--- config.mk ---
export PLATFORM = sky130hd
export DESIGN_NAME = lpc_flash_front
export DESIGN_NICKNAME = d
export VERILOG_FILES = /design/src/logic/lpc_flash_pkg.sv /design/src/logic/lpc_flash_front.sv /design/src/logic/mode_strap_reset.sv /design/src/logic/write_guard.sv
export SDC_FILE = /design/constraint.sdc
export NUM_CORES = 1
export LEC_CHECK = 0
export BUFFER_PORTS_ARGS = -buffer_cell sky130_fd_sc_hd__buf_2
export CORE_ASPECT_RATIO = 0.7
export CORE_MARGIN = 2
export CORE_UTILIZATION = 30
export CTS_CLUSTER_SIZE = 25
export DETAILED_ROUTE_END_ITERATION = 12
export PLACE_DENSITY = 0.56
export SLEW_MARGIN = 20
export SYNTH_ARGS = -nofsm -noshare
export SYNTH_HDL_FRONTEND = slang
export SYNTH_SLANG_ARGS = --single-unit
--- constraint.sdc ---
create_clock -name ref_clk -period 6.7 [get_ports ref_clk]
set_clock_uncertainty 0.15 [all_clocks]
set_input_delay 0.335 -clock ref_clk [delete_from_list [all_inputs] [get_ports ref_clk]]
set_output_delay 0.335 -clock ref_clk [all_outputs]
set_load 0.01 [all_outputs]
--- src/logic/lpc_flash_pkg.sv ---
// Constants and types shared by the flash host-interface front end.
// Assumes one system clock; all pins arrive synchronous to it.
package lpc_flash_pkg;

	// ******************************
	// Host-bus nibble codes
	// ******************************
	localparam logic [3:0] NIB_START = 4'h0;
	localparam logic [3:0] NIB_ABORT = 4'hf;
	localparam logic [3:0] NIB_SYNC_OK = 4'h0;
	localparam logic [3:0] NIB_SYNC_WAIT = 4'h5;
	localparam logic [3:0] NIB_TURN = 4'hf;
	localparam logic [1:0] CYC_MEMORY = 2'b01;
	localparam int CYC_TYPE_MSB = 3;
	localparam int CYC_DIR_BIT = 1;

	// ******************************
	// Address layout
	// ******************************
	localparam int HOST_AW = 32;
	localparam logic [2:0] ADDR_LAST_NIB = 3'h7;
	localparam int SPACE_BIT = 22;
	localparam int ID_LSB = 23;
	localparam int ID_W = 4;
	localparam int ARRAY_AW = 19;
	localparam int BLK_LSB = 16;
	localparam int BLK_W = 3;
	localparam int NUM_BLK = 8;
	localparam logic [BLK_W-1:0] BOOT_BLK = 3'h7;
	localparam int MUX_AW = 11;
	localparam int COL_W = 8;
	localparam int REG_OFS_W = 8;
	localparam logic [REG_OFS_W-1:0] GPI_REG_OFS = 8'h00;

	// ******************************
	// Straps, inputs and reset values
	// ******************************
	localparam logic [ID_W-1:0] STRAP_BOOT_ID = 4'h0;
	localparam int GPI_W = 5;
	localparam logic [7:0] DATA_RESET = 8'h00;
	localparam logic [7:0] REG_UNMAPPED = 8'h00;

	// ******************************
	// Host-bus cycle states
	// ******************************
	typedef enum logic [3:0] {
		ST_IDLE = 4'h0,
		ST_CYC = 4'h1,
		ST_ADDR = 4'h2,
		ST_WDAT0 = 4'h3,
		ST_WDAT1 = 4'h4,
		ST_TAR0 = 4'h5,
		ST_TAR1 = 4'h6,
		ST_SYNC = 4'h7,
		ST_RDAT0 = 4'h8,
		ST_RDAT1 = 4'h9,
		ST_ETAR0 = 4'ha,
		ST_ETAR1 = 4'hb,
		ST_ABORT = 4'hc
	} host_state_e;

endpackage

--- src/logic/lpc_flash_front.sv ---
// Host-interface front end of the flash: serial nibble bus and parallel port.
// Assumes an array core behind it that runs program/erase and reports busy.
`timescale 1ns/1ps
module lpc_flash_front
	import lpc_flash_pkg::*;
(
	input wire logic ref_clk,
	input wire logic rst_b,
	input wire logic init_n,
	input wire logic mode_select,
	input wire logic [ID_W-1:0] strap_identity_inputs,
	input wire logic [GPI_W-1:0] general_purpose_inputs,
	input wire logic top_block_lock_n,
	input wire logic write_protect_n,
	input wire logic [NUM_BLK-1:0] block_lock_bits,
	input wire logic lclk,
	input wire logic lframe_n,
	input wire logic [3:0] lad_in,
	output logic [3:0] lad_out,
	output logic lad_oe_n,
	input wire logic [MUX_AW-1:0] multiplexed_address_port,
	input wire logic row_col_select,
	input wire logic oe_n,
	input wire logic we_n,
	input wire logic [7:0] parallel_data_in,
	output logic [7:0] parallel_data_out,
	output logic parallel_data_oe_n,
	output logic ready_busy_n,
	output logic array_rd_req,
	output logic array_wr_req,
	output logic [ARRAY_AW-1:0] array_addr,
	output logic [7:0] array_wr_data,
	input wire logic [7:0] array_rd_data,
	input wire logic array_rd_valid,
	input wire logic array_busy,
	output logic chip_erase_allowed,
	output logic write_rejected,
	output logic standby,
	output logic ready_state,
	output logic boot_device,
	output logic mux_mode
);

	// ******************************
	// Reset, strap and protection
	// ******************************
	logic dev_rst_n;
	logic write_allowed;
	logic [BLK_W-1:0] guard_blk;

	mode_strap_reset u_reset (
		.ref_clk(ref_clk),
		.rst_b(rst_b),
		.init_n(init_n),
		.mode_select(mode_select),
		.dev_rst_n(dev_rst_n),
		.mux_mode(mux_mode)
	);

	write_guard u_guard (
		.mux_mode(mux_mode),
		.top_block_lock_n(top_block_lock_n),
		.write_protect_n(write_protect_n),
		.block_lock_bits(block_lock_bits),
		.target_blk(guard_blk),
		.write_allowed(write_allowed)
	);

	// ******************************
	// Bus clock edge detect
	// ******************************
	logic lclk_prev_r;
	logic lclk_rise;

	// Bus clock treated as a sampled input; one ref_clk pulse per rising edge in serial mode
	always_ff @(posedge ref_clk) begin
		if (!dev_rst_n) begin
			lclk_prev_r <= 1'b1;
		end else begin
			lclk_prev_r <= lclk;
		end
	end

	assign lclk_rise = lclk & ~lclk_prev_r & ~mux_mode;

	// ******************************
	// Host-bus cycle sequencer
	// ******************************
	host_state_e state_r;
	host_state_e state_nxt;
	logic [2:0] nib_cnt_r;
	logic [HOST_AW-1:0] addr_r;
	logic dir_write_r;
	logic [7:0] data_r;
	logic data_ready_r;
	logic addr_hit;
	logic to_array;

	// Identity match and space select on the completed address
	assign addr_hit = (addr_r[ID_LSB +: ID_W] == strap_identity_inputs);
	assign to_array = addr_r[SPACE_BIT];
	assign boot_device = (strap_identity_inputs == STRAP_BOOT_ID);

	// Next state on each bus clock edge; frame low always re-arbitrates
	always_comb begin
		state_nxt = state_r;
		if (!lframe_n) begin
			if (lad_in == NIB_START) begin
				state_nxt = ST_CYC;
			end else if (lad_in == NIB_ABORT || state_r == ST_IDLE) begin
				state_nxt = ST_IDLE;
			end else begin
				state_nxt = ST_ABORT;
			end
		end else begin
			unique case (state_r)
				ST_IDLE: state_nxt = ST_IDLE;
				ST_ABORT: state_nxt = ST_ABORT;
				ST_CYC: begin
					if (lad_in[CYC_TYPE_MSB -: 2] == CYC_MEMORY) begin
						state_nxt = ST_ADDR;
					end else begin
						state_nxt = ST_IDLE;
					end
				end
				ST_ADDR: begin
					if (nib_cnt_r != ADDR_LAST_NIB) begin
						state_nxt = ST_ADDR;
					end else if (dir_write_r) begin
						state_nxt = ST_WDAT0;
					end else begin
						state_nxt = ST_TAR0;
					end
				end
				ST_WDAT0: state_nxt = ST_WDAT1;
				ST_WDAT1: state_nxt = ST_TAR0;
				ST_TAR0: begin
					// A foreign identity is left alone: no turnaround, no sync
					if (addr_hit) begin
						state_nxt = ST_TAR1;
					end else begin
						state_nxt = ST_IDLE;
					end
				end
				ST_TAR1: state_nxt = ST_SYNC;
				ST_SYNC: begin
					if (lad_out != NIB_SYNC_OK) begin // Ready nibble not yet shown
						state_nxt = ST_SYNC;
					end else if (dir_write_r) begin
						state_nxt = ST_ETAR0;
					end else begin
						state_nxt = ST_RDAT0;
					end
				end
				ST_RDAT0: state_nxt = ST_RDAT1;
				ST_RDAT1: state_nxt = ST_ETAR0;
				ST_ETAR0: state_nxt = ST_ETAR1;
				ST_ETAR1: state_nxt = ST_IDLE;
				default: state_nxt = ST_IDLE;
			endcase
		end
	end

	// State register
	always_ff @(posedge ref_clk) begin
		if (!dev_rst_n) begin
			state_r <= ST_IDLE;
		end else if (lclk_rise) begin
			state_r <= state_nxt;
		end
	end

	// Direction bit and address nibbles, most significant first
	always_ff @(posedge ref_clk) begin
		if (!dev_rst_n) begin
			nib_cnt_r <= 3'h0;
			addr_r <= '0;
			dir_write_r <= 1'b0;
		end else if (lclk_rise) begin
			if (state_r == ST_CYC) begin
				dir_write_r <= lad_in[CYC_DIR_BIT];
				nib_cnt_r <= 3'h0;
			end
			if (state_r == ST_ADDR && lframe_n) begin
				addr_r <= {addr_r[HOST_AW-5:0], lad_in};
				nib_cnt_r <= nib_cnt_r + 3'h1;
			end
		end
	end

	// ******************************
	// Data path and array requests
	// ******************************
	logic wr_cmd_pulse;
	logic rd_cmd_pulse;
	logic reg_read;

	// Issue at the edge that leaves ST_TAR0, one bus clock after the last data or address nibble
	assign wr_cmd_pulse = lclk_rise & lframe_n & (state_r == ST_TAR0) & addr_hit
		& dir_write_r & to_array;
	assign rd_cmd_pulse = lclk_rise & lframe_n & (state_r == ST_TAR0) & addr_hit
		& ~dir_write_r & to_array;
	assign reg_read = lclk_rise & lframe_n & (state_r == ST_TAR1) & ~dir_write_r & ~to_array;

	// Write data nibbles arrive low nibble first; read data lands from array or register
	always_ff @(posedge ref_clk) begin
		if (!dev_rst_n) begin
			data_r <= DATA_RESET;
			data_ready_r <= 1'b0;
		end else begin
			if (lclk_rise && lframe_n && state_r == ST_WDAT0) begin
				data_r[3:0] <= lad_in;
			end
			if (lclk_rise && lframe_n && state_r == ST_WDAT1) begin
				data_r[7:4] <= lad_in;
			end
			if (lclk_rise && state_r == ST_TAR0) begin
				// Writes are posted, so their sync never waits
				data_ready_r <= dir_write_r;
			end
			if (reg_read) begin
				data_ready_r <= 1'b1;
				if (addr_r[REG_OFS_W-1:0] == GPI_REG_OFS) begin
					data_r <= {{(8-GPI_W){1'b0}}, general_purpose_inputs};
				end else begin
					data_r <= REG_UNMAPPED;
				end
			end
			if (array_rd_valid && !mux_mode) begin
				data_r <= array_rd_data;
				data_ready_r <= 1'b1;
			end
		end
	end

	// Host-bus output nibble and drive enable, set for the coming bus clock
	always_ff @(posedge ref_clk) begin
		if (!dev_rst_n) begin
			lad_out <= NIB_TURN;
			lad_oe_n <= 1'b1;
		end else if (lclk_rise) begin
			lad_out <= NIB_TURN;
			lad_oe_n <= 1'b1;
			unique case (state_nxt)
				ST_TAR1, ST_ETAR0: lad_oe_n <= 1'b0;
				ST_SYNC: begin
					lad_oe_n <= 1'b0;
					lad_out <= data_ready_r ? NIB_SYNC_OK : NIB_SYNC_WAIT;
				end
				ST_RDAT0: begin
					lad_oe_n <= 1'b0;
					lad_out <= data_r[3:0];
				end
				ST_RDAT1: begin
					lad_oe_n <= 1'b0;
					lad_out <= data_r[7:4];
				end
				default: lad_oe_n <= 1'b1;
			endcase
		end
	end

	// ******************************
	// Parallel programming port
	// ******************************
	logic [MUX_AW-1:0] row_r;
	logic [COL_W-1:0] col_r;
	logic we_prev_r;
	logic oe_prev_r;
	logic mux_wr_pulse;
	logic mux_rd_pulse;
	logic [ARRAY_AW-1:0] mux_addr;

	// Row half while select is high, column half while low
	always_ff @(posedge ref_clk) begin
		if (!dev_rst_n) begin
			row_r <= '0;
			col_r <= '0;
		end else if (mux_mode) begin
			if (row_col_select) begin
				row_r <= multiplexed_address_port;
			end else begin
				col_r <= multiplexed_address_port[COL_W-1:0];
			end
		end
	end

	assign mux_addr = {col_r, row_r};

	// Strobe edges: write on rising write enable, read on falling output enable
	always_ff @(posedge ref_clk) begin
		if (!dev_rst_n) begin
			we_prev_r <= 1'b1;
			oe_prev_r <= 1'b1;
		end else begin
			we_prev_r <= we_n;
			oe_prev_r <= oe_n;
		end
	end

	assign mux_wr_pulse = mux_mode & we_n & ~we_prev_r;
	assign mux_rd_pulse = mux_mode & ~oe_n & oe_prev_r;

	// Read data held on the port until the next read
	always_ff @(posedge ref_clk) begin
		if (!dev_rst_n) begin
			parallel_data_out <= DATA_RESET;
		end else if (mux_mode && array_rd_valid) begin
			parallel_data_out <= array_rd_data;
		end
	end

	assign parallel_data_oe_n = ~(mux_mode & ~oe_n);

	// ******************************
	// Array request arbitration
	// ******************************
	// The strap picks one side, so the two sources never meet
	assign guard_blk = mux_mode ? mux_addr[BLK_LSB +: BLK_W] : addr_r[BLK_LSB +: BLK_W];

	always_ff @(posedge ref_clk) begin
		if (!dev_rst_n) begin
			array_rd_req <= 1'b0;
			array_wr_req <= 1'b0;
			array_addr <= '0;
			array_wr_data <= DATA_RESET;
			write_rejected <= 1'b0;
		end else begin
			array_rd_req <= rd_cmd_pulse | mux_rd_pulse;
			array_wr_req <= (wr_cmd_pulse | mux_wr_pulse) & write_allowed;
			write_rejected <= (wr_cmd_pulse | mux_wr_pulse) & ~write_allowed;
			if (mux_rd_pulse || mux_wr_pulse) begin
				array_addr <= mux_addr;
			end else if (rd_cmd_pulse || wr_cmd_pulse) begin
				array_addr <= addr_r[ARRAY_AW-1:0];
			end
			if (mux_wr_pulse) begin
				array_wr_data <= parallel_data_in;
			end else if (wr_cmd_pulse) begin
				array_wr_data <= data_r;
			end
		end
	end

	// ******************************
	// Status outputs
	// ******************************
	// Whole-chip erase may only be decoded by the core in parallel mode
	assign chip_erase_allowed = mux_mode;

	// Busy line means nothing in serial mode, so it idles at ready there
	assign ready_busy_n = ~(mux_mode & array_busy);

	// Standby needs both a quiet frame and a quiet core; abort leaves the core running
	assign standby = ~mux_mode & lframe_n & ~array_busy;
	assign ready_state = ~mux_mode & ~lframe_n & (state_r == ST_IDLE);

endmodule

--- src/logic/mode_strap_reset.sv ---
// Reset combiner and interface-select strap capture.
// Assumes both reset pins are synchronous to ref_clk and active low.
`timescale 1ns/1ps
module mode_strap_reset
	import lpc_flash_pkg::*;
(
	input wire logic ref_clk,
	input wire logic rst_b,
	input wire logic init_n,
	input wire logic mode_select,
	output logic dev_rst_n,
	output logic mux_mode
);

	logic dev_rst_n_r;
	logic mux_mode_r;

	// Either pin low resets the device
	always_ff @(posedge ref_clk) begin
		if (!rst_b) begin
			dev_rst_n_r <= 1'b0;
		end else begin
			dev_rst_n_r <= init_n;
		end
	end

	// Strap tracked while in reset, frozen once running; a change later is ignored
	always_ff @(posedge ref_clk) begin
		if (!dev_rst_n_r) begin
			mux_mode_r <= mode_select;
		end
	end

	assign dev_rst_n = dev_rst_n_r;
	assign mux_mode = mux_mode_r & dev_rst_n_r;

endmodule

--- src/logic/write_guard.sv ---
// Hardware and register-based write protection per 64 KB block, host-bus mode only.
// Assumes the lock bits come from the device's own lock registers.
`timescale 1ns/1ps
module write_guard
	import lpc_flash_pkg::*;
(
	input wire logic mux_mode,
	input wire logic top_block_lock_n,
	input wire logic write_protect_n,
	input wire logic [NUM_BLK-1:0] block_lock_bits,
	input wire logic [BLK_W-1:0] target_blk,
	output logic write_allowed
);

	logic [NUM_BLK-1:0] blk_open;

	// One term per block; the top block answers to its own pin
	genvar b;
	generate
		for (b = 0; b < NUM_BLK; b++) begin : g_blk
			if (b == BOOT_BLK) begin : g_boot
				assign blk_open[b] = top_block_lock_n & ~block_lock_bits[b];
			end else begin : g_main
				assign blk_open[b] = write_protect_n & ~block_lock_bits[b];
			end
		end
	endgenerate

	// Protection pins belong to the host-bus mode only
	assign write_allowed = mux_mode | blk_open[target_blk];

endmodule

Word level (Yosys, flattened, before mapping) --
Cells that the tools add are included.
Operators by class: $add $sub $neg 1, multipliers 0, div/mod/pow operators 0, $lt $le $gt $ge 1, eq/ne operators 20, shift-type cells 0, mux-type cells 30, bitwise logic cells 55, reductions and logical operators 28
Operators with widths (count):
- 4-bit one-hot mux with 11 select lines | 1
- 19-bit two-way mux | 2
- 1-bit bitwise AND | 32
- 4-bit == test (second input constant) | 8
- 8-bit two-way mux | 4
- 4-bit by 3-bit == test with 1-bit output (second input constant) | 6
- 4-bit two-way mux | 6
- 3-bit two-way mux | 7
- 1-bit inverter | 20
- 4-bit logical NOT | 3
- 4-bit one-hot mux with 3 select lines | 1
- 2-bit AND reduction | 5
- 3-bit nonzero test | 3
- 4-bit by 2-bit == test with 1-bit output (second input constant) | 2
- 8-bit logical NOT | 1
- 1-bit logical AND | 7
- 2-bit nonzero test | 3
- 1-bit two-way mux | 5
- 5-bit two-way mux | 1
- 5-bit OR reduction | 1
- 4-bit by 1-bit == test with 1-bit output (second input constant) | 1
- 4-bit == test | 1
- 3-bit by 4-bit less-than comparator with 1-bit output (second input constant) | 1
- 2-bit two-way mux | 2
- other kinds (8) | 12
Word-level totals: flip-flop bits (word level) 111, bits in latches 0, bits in writable memories 0, bits in read-only memories 0, input bits 61, output and inout bits 50, word-level logic and storage cells 157, memories kept 0

Logic depth before layout (Yosys ltp) --
Gate-level depths: netlist of the first run.
depth in word-level cells 11, mapped depth 9, gate-level depth less buffers 8

Modules after synthesis --
From an unflattened synthesis of the first run, not the netlist that was laid out.
Unflattened totals: cell total of the unflattened synthesis 594, area total of the unflattened synthesis 5281.3 um^2
By module, submodules not included:
- lpc_flash_front | times used 1, cells each 575, area each 5117.4 um^2, seq. area each 2182.1 um^2
- write_guard | times used 1, cells each 14, area each 97.6 um^2, seq. area each 0.0 um^2
- mode_strap_reset | times used 1, cells each 5, area each 66.3 um^2, seq. area each 50.0 um^2

Worst setup path before layout of the first run --
No wires, ideal clock.
kind register -> register, start point register nib_cnt_r[0], end point register lad_out[0], library setup time 0.122 ns, data arrival time 1.881 ns, data required time 6.428 ns, setup slack 4.547 ns, stages on the path, launching flop included 9, path buffers 0, period minus slack after synthesis 2.153 ns, cells stage by stage dfxtp_1 -> ha_1 -> ha_1 -> a211oi_1 -> o22ai_1 -> a21oi_4 -> mux2i_1 -> nand2_1 -> a221o_1
On the way: cells in the longest elaborated chain, start to end 6, elaborated cells between the ends (all ways) 8, those cells by class 4 x eq/ne; 4 x mux
Ends and longest elaborated chain:
- start: declaration | line lpc_flash_front.sv:91 | logic [2:0] nib_cnt_r;
- start signal: assignment | line lpc_flash_front.sv:186 | nib_cnt_r <= nib_cnt_r + 3'h1;
- 3-bit != test * | line lpc_flash_front.sv:127 | if (nib_cnt_r != ADDR_LAST_NIB) begin
- 3-bit two-way mux * | line lpc_flash_front.sv:127
- 4-bit one-hot mux with 11 select lines * | line lpc_flash_front.sv:116 | unique case (state_r)
- 4-bit two-way mux * | line lpc_flash_front.sv:107 | if (!lframe_n) begin
- 4-bit == test / 4-bit by 3-bit == test with 1-bit output (equally long branches) | line lpc_flash_front.sv:244 | unique case (state_nxt)
- 4-bit one-hot mux with 3 select lines * | line lpc_flash_front.sv:244
- end signal: assignment | line lpc_flash_front.sv:248 | lad_out <= data_ready_r ? NIB_SYNC_OK : NIB_SYNC_WAIT;
- end signal: assignment | line lpc_flash_front.sv:252 | lad_out <= data_r[3:0];
- end signal: assignment | line lpc_flash_front.sv:256 | lad_out <= data_r[7:4];
- end: declaration | line lpc_flash_front.sv:19 | output logic [3:0] lad_out,
Every way passes the cells marked *; elsewhere a longest branch is shown, timed or not. A chain may end at the register's enable or synchronous reset.

Worst setup path after layout of the first run --
start point register u_reset.mux_mode_r, end point register addr_r[13]
On the way: cells in the longest elaborated chain, start to end 4
Ends and longest elaborated chain:
- start: declaration | line mode_strap_reset.sv:16 | logic mux_mode_r;
- start signal: assignment | line mode_strap_reset.sv:30 | mux_mode_r <= mode_select;
- 1-bit bitwise AND | line mode_strap_reset.sv:35 | assign mux_mode = mux_mode_r & dev_rst_n_r;
- 1-bit inverter | line lpc_flash_front.sv:84 | assign lclk_rise = lclk & ~lclk_prev_r & ~mux_mode;
- 1-bit bitwise AND | line lpc_flash_front.sv:84
- 2-bit AND reduction (no source line)
- end signal: assignment | line lpc_flash_front.sv:185 | addr_r <= {addr_r[HOST_AW-5:0], lad_in};
- end: declaration | line lpc_flash_front.sv:92 | logic [HOST_AW-1:0] addr_r;
Every way passes these cells.

==> qor.yml, run 1 <==
status: "complete, no violations"
drc: 0
wirelength_um: 13890
dpl.hpwl_um: 10100
clockRootBuffer: "clkbuf_16"
vias: 4445
top_layer_used: "met4"
ys_ff_latch: 111
power_frac_comb: 0.068
p_seq_frac: 0.497
place_area_mm2: 0.005629
htreeDepth: 3
sw_frac_of_total: 0.2339
grt_first_pass_wirelength_um: 22450
setup_tns_ns: 0
final_util: 0.3684
wl_met2_um: 5874
report.final.setup_viol: 0
cellPowerDensity_mw_per_mm2: 229.0
p_int_mw: 1.047
ys_top_cells_by_count: "dfxtp_1 (110), nand2_1 (110), a21oi_1 (59), mux2i_1 (43), nor2_1 (43)"
dr.pass1.iters: 5
initial_core_util: 0.3045
cts_sinks: 111
rows: 39
ant_nets: 0
die_h_um: 111.3
cp_cell_sequence: "nand2_2, and2_0, nand3_1, nand2_1, a21oi_1"
synth_edf_count: 1
p_sw_mw: 0.3196
period_needed_ns: 2.952
cts_buffer_depth: 2
crit_arrival_ns: 3.00
syn_inst: 577
post_cts_buffers: 0
synth_compound_area_frac: 0.1996
design_area_mm2: 0.005968
ir_worst_vdd_mv: 0.1263
area_delta_synth_final_pct: 20.97
grt_max_degree: 81
rsz0062_at_grt: "no"
place_inst: 876
wl_met3_um: 756
timing.slew.headroom: 0.2556
fin_crit_sh: 0.4406
cts_tree: "built"
fmax_mhz: 338.8
grtUsageTotal: 0.1620
syn_avg_cell_area_um2: 8.550
synthMuxAreaShare: 0.08953
tightest_slew_ns: 1.114
synth_warnings: 0
cts_resized: 0
port_buffers: 110
grt_pass1_vias: 4263
finalNetCount: 726
ys.flop_type: "dfxtp_1"
core_area_mm2: 0.01620
drt-initial-drc-count: 369
die_w_um: 157.3
viasPerCell: 4.978
antenna_cells: 0
cp-end-kind: "flip-flop"
crit_path_max_incr_delay_ns: 0.88
async_flop_share: 0
critPathKind: "reg2reg"
die_area_mm2: 0.01750
maxCapViolCount: 0
syn_area_mm2: 0.004933
hold_buffers: 1
min_path_type: "in2reg"
drive_above_1_share: 0.2231
synth.distinct_cells: 62
cpMaxStageDelayCell: "nand3_1"
critPathMaxFanout: 28
fillCellCount: 1686
finalNonFillerCells: 893
yosys.area.top_type_share: 0.4464
ys_seq_area_frac: 0.4524
startpoint_type: "flip-flop"
io_pins: 111
grt_antenna_before_repair: 0
clkPwrFrac: 0.435
cts_inserted_buffers: 9
p_leak_nw: 2.219
m1WireLength_um: 7116
synth_xor_area_frac: 0.008876
clk_latency_ns: 0.35
synth_area_leaders: "dfxtp_1 (45%), mux2i_1 (8.7%), nand2_1 (8.4%), a21oi_1 (6.0%), a211oi_1 (4.1%)"
clk_pin_slew_ns: 0.08
hold_viol: 0
finalPower_mw: 1.367
required_ns: 6.75
slew_viol_final: 0
grt.overflow.total: 0
synthSimpleGateAreaFrac: 0.1996
synth_adder_area_share: 0.007355
routabilityCongestion: 0.8839
syn-num-nets: 640
yosysTopAreaCell: "dfxtp_1"
avgRoutedWirePerCell_um: 15.56
synth_top_family_by_area: "simple AND/OR/NAND/NOR gates"
==> power by group through the flow <==
stage,sequential [mW],combinational (mW),clock [mW]
after global placement,0.695,0.0912,0
after CTS,0.679,0.0928,0.605
after floorplan,0.693,0.0521,0
after detailed placement,0.695,0.0919,0
final,0.679,0.0932,0.594
after global routing,0.681,0.103,0.630
==> cell usage in the layout (no fill, tap or decap), types with 2 or more instances in the layout <==
master,count
a211oi_1,27
a21oi_1,59
a221o_1,4
a221oi_1,2
a222oi_1,5
a22oi_1,4
a31oi_1,4
and2_0,2
and2_1,2
and3_1,6
buf_2,110
buf_4,5
bufinv_16,2
clkbuf_16,9
dfxtp_1,110
ha_1,2
inv_1,5
inv_6,2
mux2i_1,43
nand2_1,110
nand2_2,2
nand2b_1,5
nand3_1,14
nand3b_1,2
nand4_1,2
nand4b_1,2
nor2_1,42
nor2_2,2
nor2b_1,4
nor3_1,3
nor3b_1,4
nor4_1,4
o21ai_0,28
o21ai_1,2
o22ai_1,2
or4_1,2
xnor2_1,4
==> critical path: cells and delay by family (launching register included) <==
family / cells / cell delay, ns
compound gates: 1 / 0.09
flops: 1 / 0.60
simple gates: 4 / 1.94
==> per-stage QoR <==
stage                     hold WS, ns  setup WS (ns)
after global placement         0.2928          3.873
after CTS                     0.01963          3.724
after floorplan                0.2821          4.547
final                         0.02949          3.748
after global routing          0.02811          3.409
after detailed placement       0.2985          3.735
==> cell type report <==
cell class	count	area, µm²	area share
sequential	111	2232	0.3740
timing repair buffer	116	598.1	0.1002
multi-input combinational	419	2505	0.4197
inverter	6	22.52	0.003774
clock buffer	10	239.0	0.04004
clock inverter	6	90.09	0.01509
tap	225	281.5	0.04717
==> state kept, by name (all words and copies together), names as in the netlist, 3 cells and up <==
signal,count
nib_cnt_r,3
lad_out,4
array_addr,19
row_r,11
col_r,8
array_wr_data,8
data_r,8
state_r,4
parallel_data_out,8
addr_r,27
==> cells by family (layout without fill, tap and decap cells) <==
family / Yosys count / count (layout)
XOR/XNOR: 5 / 5
adder cells (fa/ha/maj): 3 / 3
AND/OR/NAND/NOR: 215 / 215
buffers and inverters: 47 / 138
AO/OA/AOI/OAI: 152 / 152
flip-flops: 111 / 111
multiplexers: 44 / 44
==> path summary, 6_finish.rpt <==
check                              start  cells after the start  slack, ns          to
min          multiplexed_address_port[9]                      3       0.03    row_r[9]
min reg2reg                   addr_r[21]                      2       0.31  addr_r[25]
max                   u_reset.mux_mode_r                      5       3.75  addr_r[13]
max reg2reg           u_reset.mux_mode_r                      5       3.75  addr_r[13]
==> layer usage <==
metal / track usage / up-vias
li1: - / 2221
met1: 0.2450 / 2088
met2: 0.2309 / 123
met3: 0.03557 / 13
met4: 0.04061 / 0
met5: 0 / -
(Power assumes the default switching activity.)
==> run 2: changes to the inputs <==
clock period = 3.1 ns   (was 6.7 ns; I/O delays follow)
==> qor.yml, run 2 (synthesis results as in run 1) <==
p_sw_mw: 0.7107  # +120%
top_regs: "addr_r (27), array_addr (19), row_r (11)"
io_pins: 111  # unchanged
path_common_cell: "ha_1"
multi_input_area_mm2: 0.002505  # unchanged
fmax_mhz: 409.0  # +21%
design_area_mm2: 0.006372  # +6.8%
viasPerCell: 4.909  # -1.4%
largest-register: "addr_r"
whs_ns: 0.01844  # -0.01105 ns
grt_antenna_before_repair: 0  # unchanged
clockRootBuffer: "clkbuf_16"
clk_pin_slew_ns: 0.07  # about the same
drt-initial-drc-count: 339  # -8.1%
place_inst: 881  # +0.57%
die_h_um: 111.3  # unchanged
crit_path_max_incr_delay_ns: 0.33  # -0.55 ns
min_path_type: "in2reg"
p_seq_frac: 0.491  # -0.006
critPathKind: "reg2reg"
fin_crit_sh: 0.7887  # +0.3481
regArea_mm2: 0.002232  # unchanged
maxCapViolCount: 0  # unchanged
clk_latency_ns: 0.36  # about the same
worst_path_dominant_cell_family: "compound AO/OA/AOI/OAI gates"
grtUsageTotal: 0.1667  # +0.004641
crit_arrival_ns: 2.54  # -0.46 ns
place_area_mm2: 0.005667  # +0.67%
report.final.setup_viol: 0  # unchanged
cp-end-kind: "flip-flop"
cellPowerDensity_mw_per_mm2: 469.3  # +100%
rsz0062_at_grt: "no"
ant_nets: 0  # unchanged
tightest_slew_ns: 0.8699  # -0.2445 ns
cts_resized: 0  # unchanged
cts_tree: "built"
port_buffers: 110  # unchanged
fillCellCount: 1665  # -1.2%
setup_tns_ns: 0  # unchanged
die_area_mm2: 0.01750  # unchanged
antenna_cells: 0  # unchanged
cp_cell_sequence: "ha_1, ha_1, a211oi_1, o22ai_1, a21oi_4, mux2i_1, nand2_1, a221o_1"
finalNetCount: 768  # +5.8%
timing.slew.headroom: 0.4201  # +0.1645
cts_sinks: 111  # unchanged
clkPwrFrac: 0.428  # -0.007
drive_above_1_share: 0.2158  # -0.007257
cpMaxStageDelayCell: "dfxtp_1"
p_int_mw: 2.280  # +120%
dr.pass1.iters: 6  # +1
area_delta_synth_final_pct: 29.17
htreeDepth: 3  # unchanged
ir_worst_vdd_mv: 0.2675  # +110%
cts_inserted_buffers: 9  # unchanged
die_w_um: 157.3  # unchanged
dpl.hpwl_um: 10280  # +1.8%
slew_viol_final: 0  # unchanged
status: "complete, no violations"
core_area_mm2: 0.01620  # unchanged
avgRoutedWirePerCell_um: 15.37  # -1.2%
final_cell_mix: "nand2_1 (110), dfxtp_1 (110), buf_2 (110)"
critPathMaxFanout: 7  # -75%
pre_cts_slack_ns: 0.7312  # -3.004 ns
vias: 4585  # +3.1%
finalNonFillerCells: 934  # +4.6%
initial_core_util: 0.3045  # unchanged
post_cts_buffers: 0  # unchanged
grt_first_pass_wirelength_um: 23000  # +2.5%
grt_pass1_vias: 4360  # +2.3%
wirelength_um: 14360  # +3.3%
required_ns: 3.20  # -3.55 ns
cts_buffer_depth: 2  # unchanged
p_leak_nw: 2.400  # +8.2%
drc: 0  # unchanged
grt.overflow.total: 0  # unchanged
worst-path-buf-inv: 0  # unchanged
hold_viol: 0  # unchanged
grt_max_degree: 81  # unchanged
largest_reg_flops: 27  # unchanged
period_needed_ns: 2.445  # -0.5070 ns
rows: 39  # unchanged
sw_frac_of_total: 0.2377  # +0.003782
power_frac_comb: 0.081  # +0.013
final_util: 0.3933  # +0.02495
routabilityCongestion: 0.8475  # -4.1%
fin_ws_ns: 0.6552  # -3.093 ns
startpoint_type: "flip-flop"
finalPower_mw: 2.991  # +120%
run 2: changes by cell type in the layout (fill, tap and decap cells not counted), sizes merged:
| cell | previous run | this run |
|---|---|---|
| buf | 115 | 120 |
| clkbuf | 10 | 9 |
| clkinvlp | 1 | 0 |
| dlygate4sd3 | 1 | 38 |
| inv | 8 | 9 |
run 2: path summary, 6_finish.rpt:
check | to | cells past startpoint | slack, ns | from
hold reg to reg | addr_r[21] | 2 | 0.31 | addr_r[21]
hold / removal | parallel_data_out[6] | 3 | 0.02 | array_rd_valid
setup reg to reg | lad_out[0] | 8 | 0.66 | nib_cnt_r[0]
setup / recovery | lad_out[0] | 8 | 0.66 | nib_cnt_r[0]
run 2: cell type report:
cell class              instances  area share
flip-flops and latches        111      0.3503
multi-input cells             419      0.3931
inverters                       6    0.003534
repair buffers                158      0.1579
well taps                     225     0.04418
clock inverters                 6     0.01571
clock buffers                   9     0.03534
run 2: timing repair:
action,in CTS,in global routing
endpoints found under the setup margin,0,0
hold endpoints to repair,47,0
hold buffers,38,0
run 2: worst min-delay path, stage by stage:
cell     delay (ns)
buf_2          0.17
nand3_1        0.10
a21oi_1        0.05
run 2: metal layers:
metal	GRT usage	wire (µm)
met5	0	0
met4	0.03515	134
met3	0.05004	936
met2	0.2416	6124
met1	0.2427	7163
run 2: power by group through the flow:
stage               logic [mW]  clock network [mW]  registers (mW)
detailed placement       0.204                   0            1.50
global placement         0.201                   0            1.50
CTS                      0.242                1.31            1.47
finish                   0.244                1.28            1.47
floorplan                0.113                   0            1.50
global route             0.267                1.37            1.47
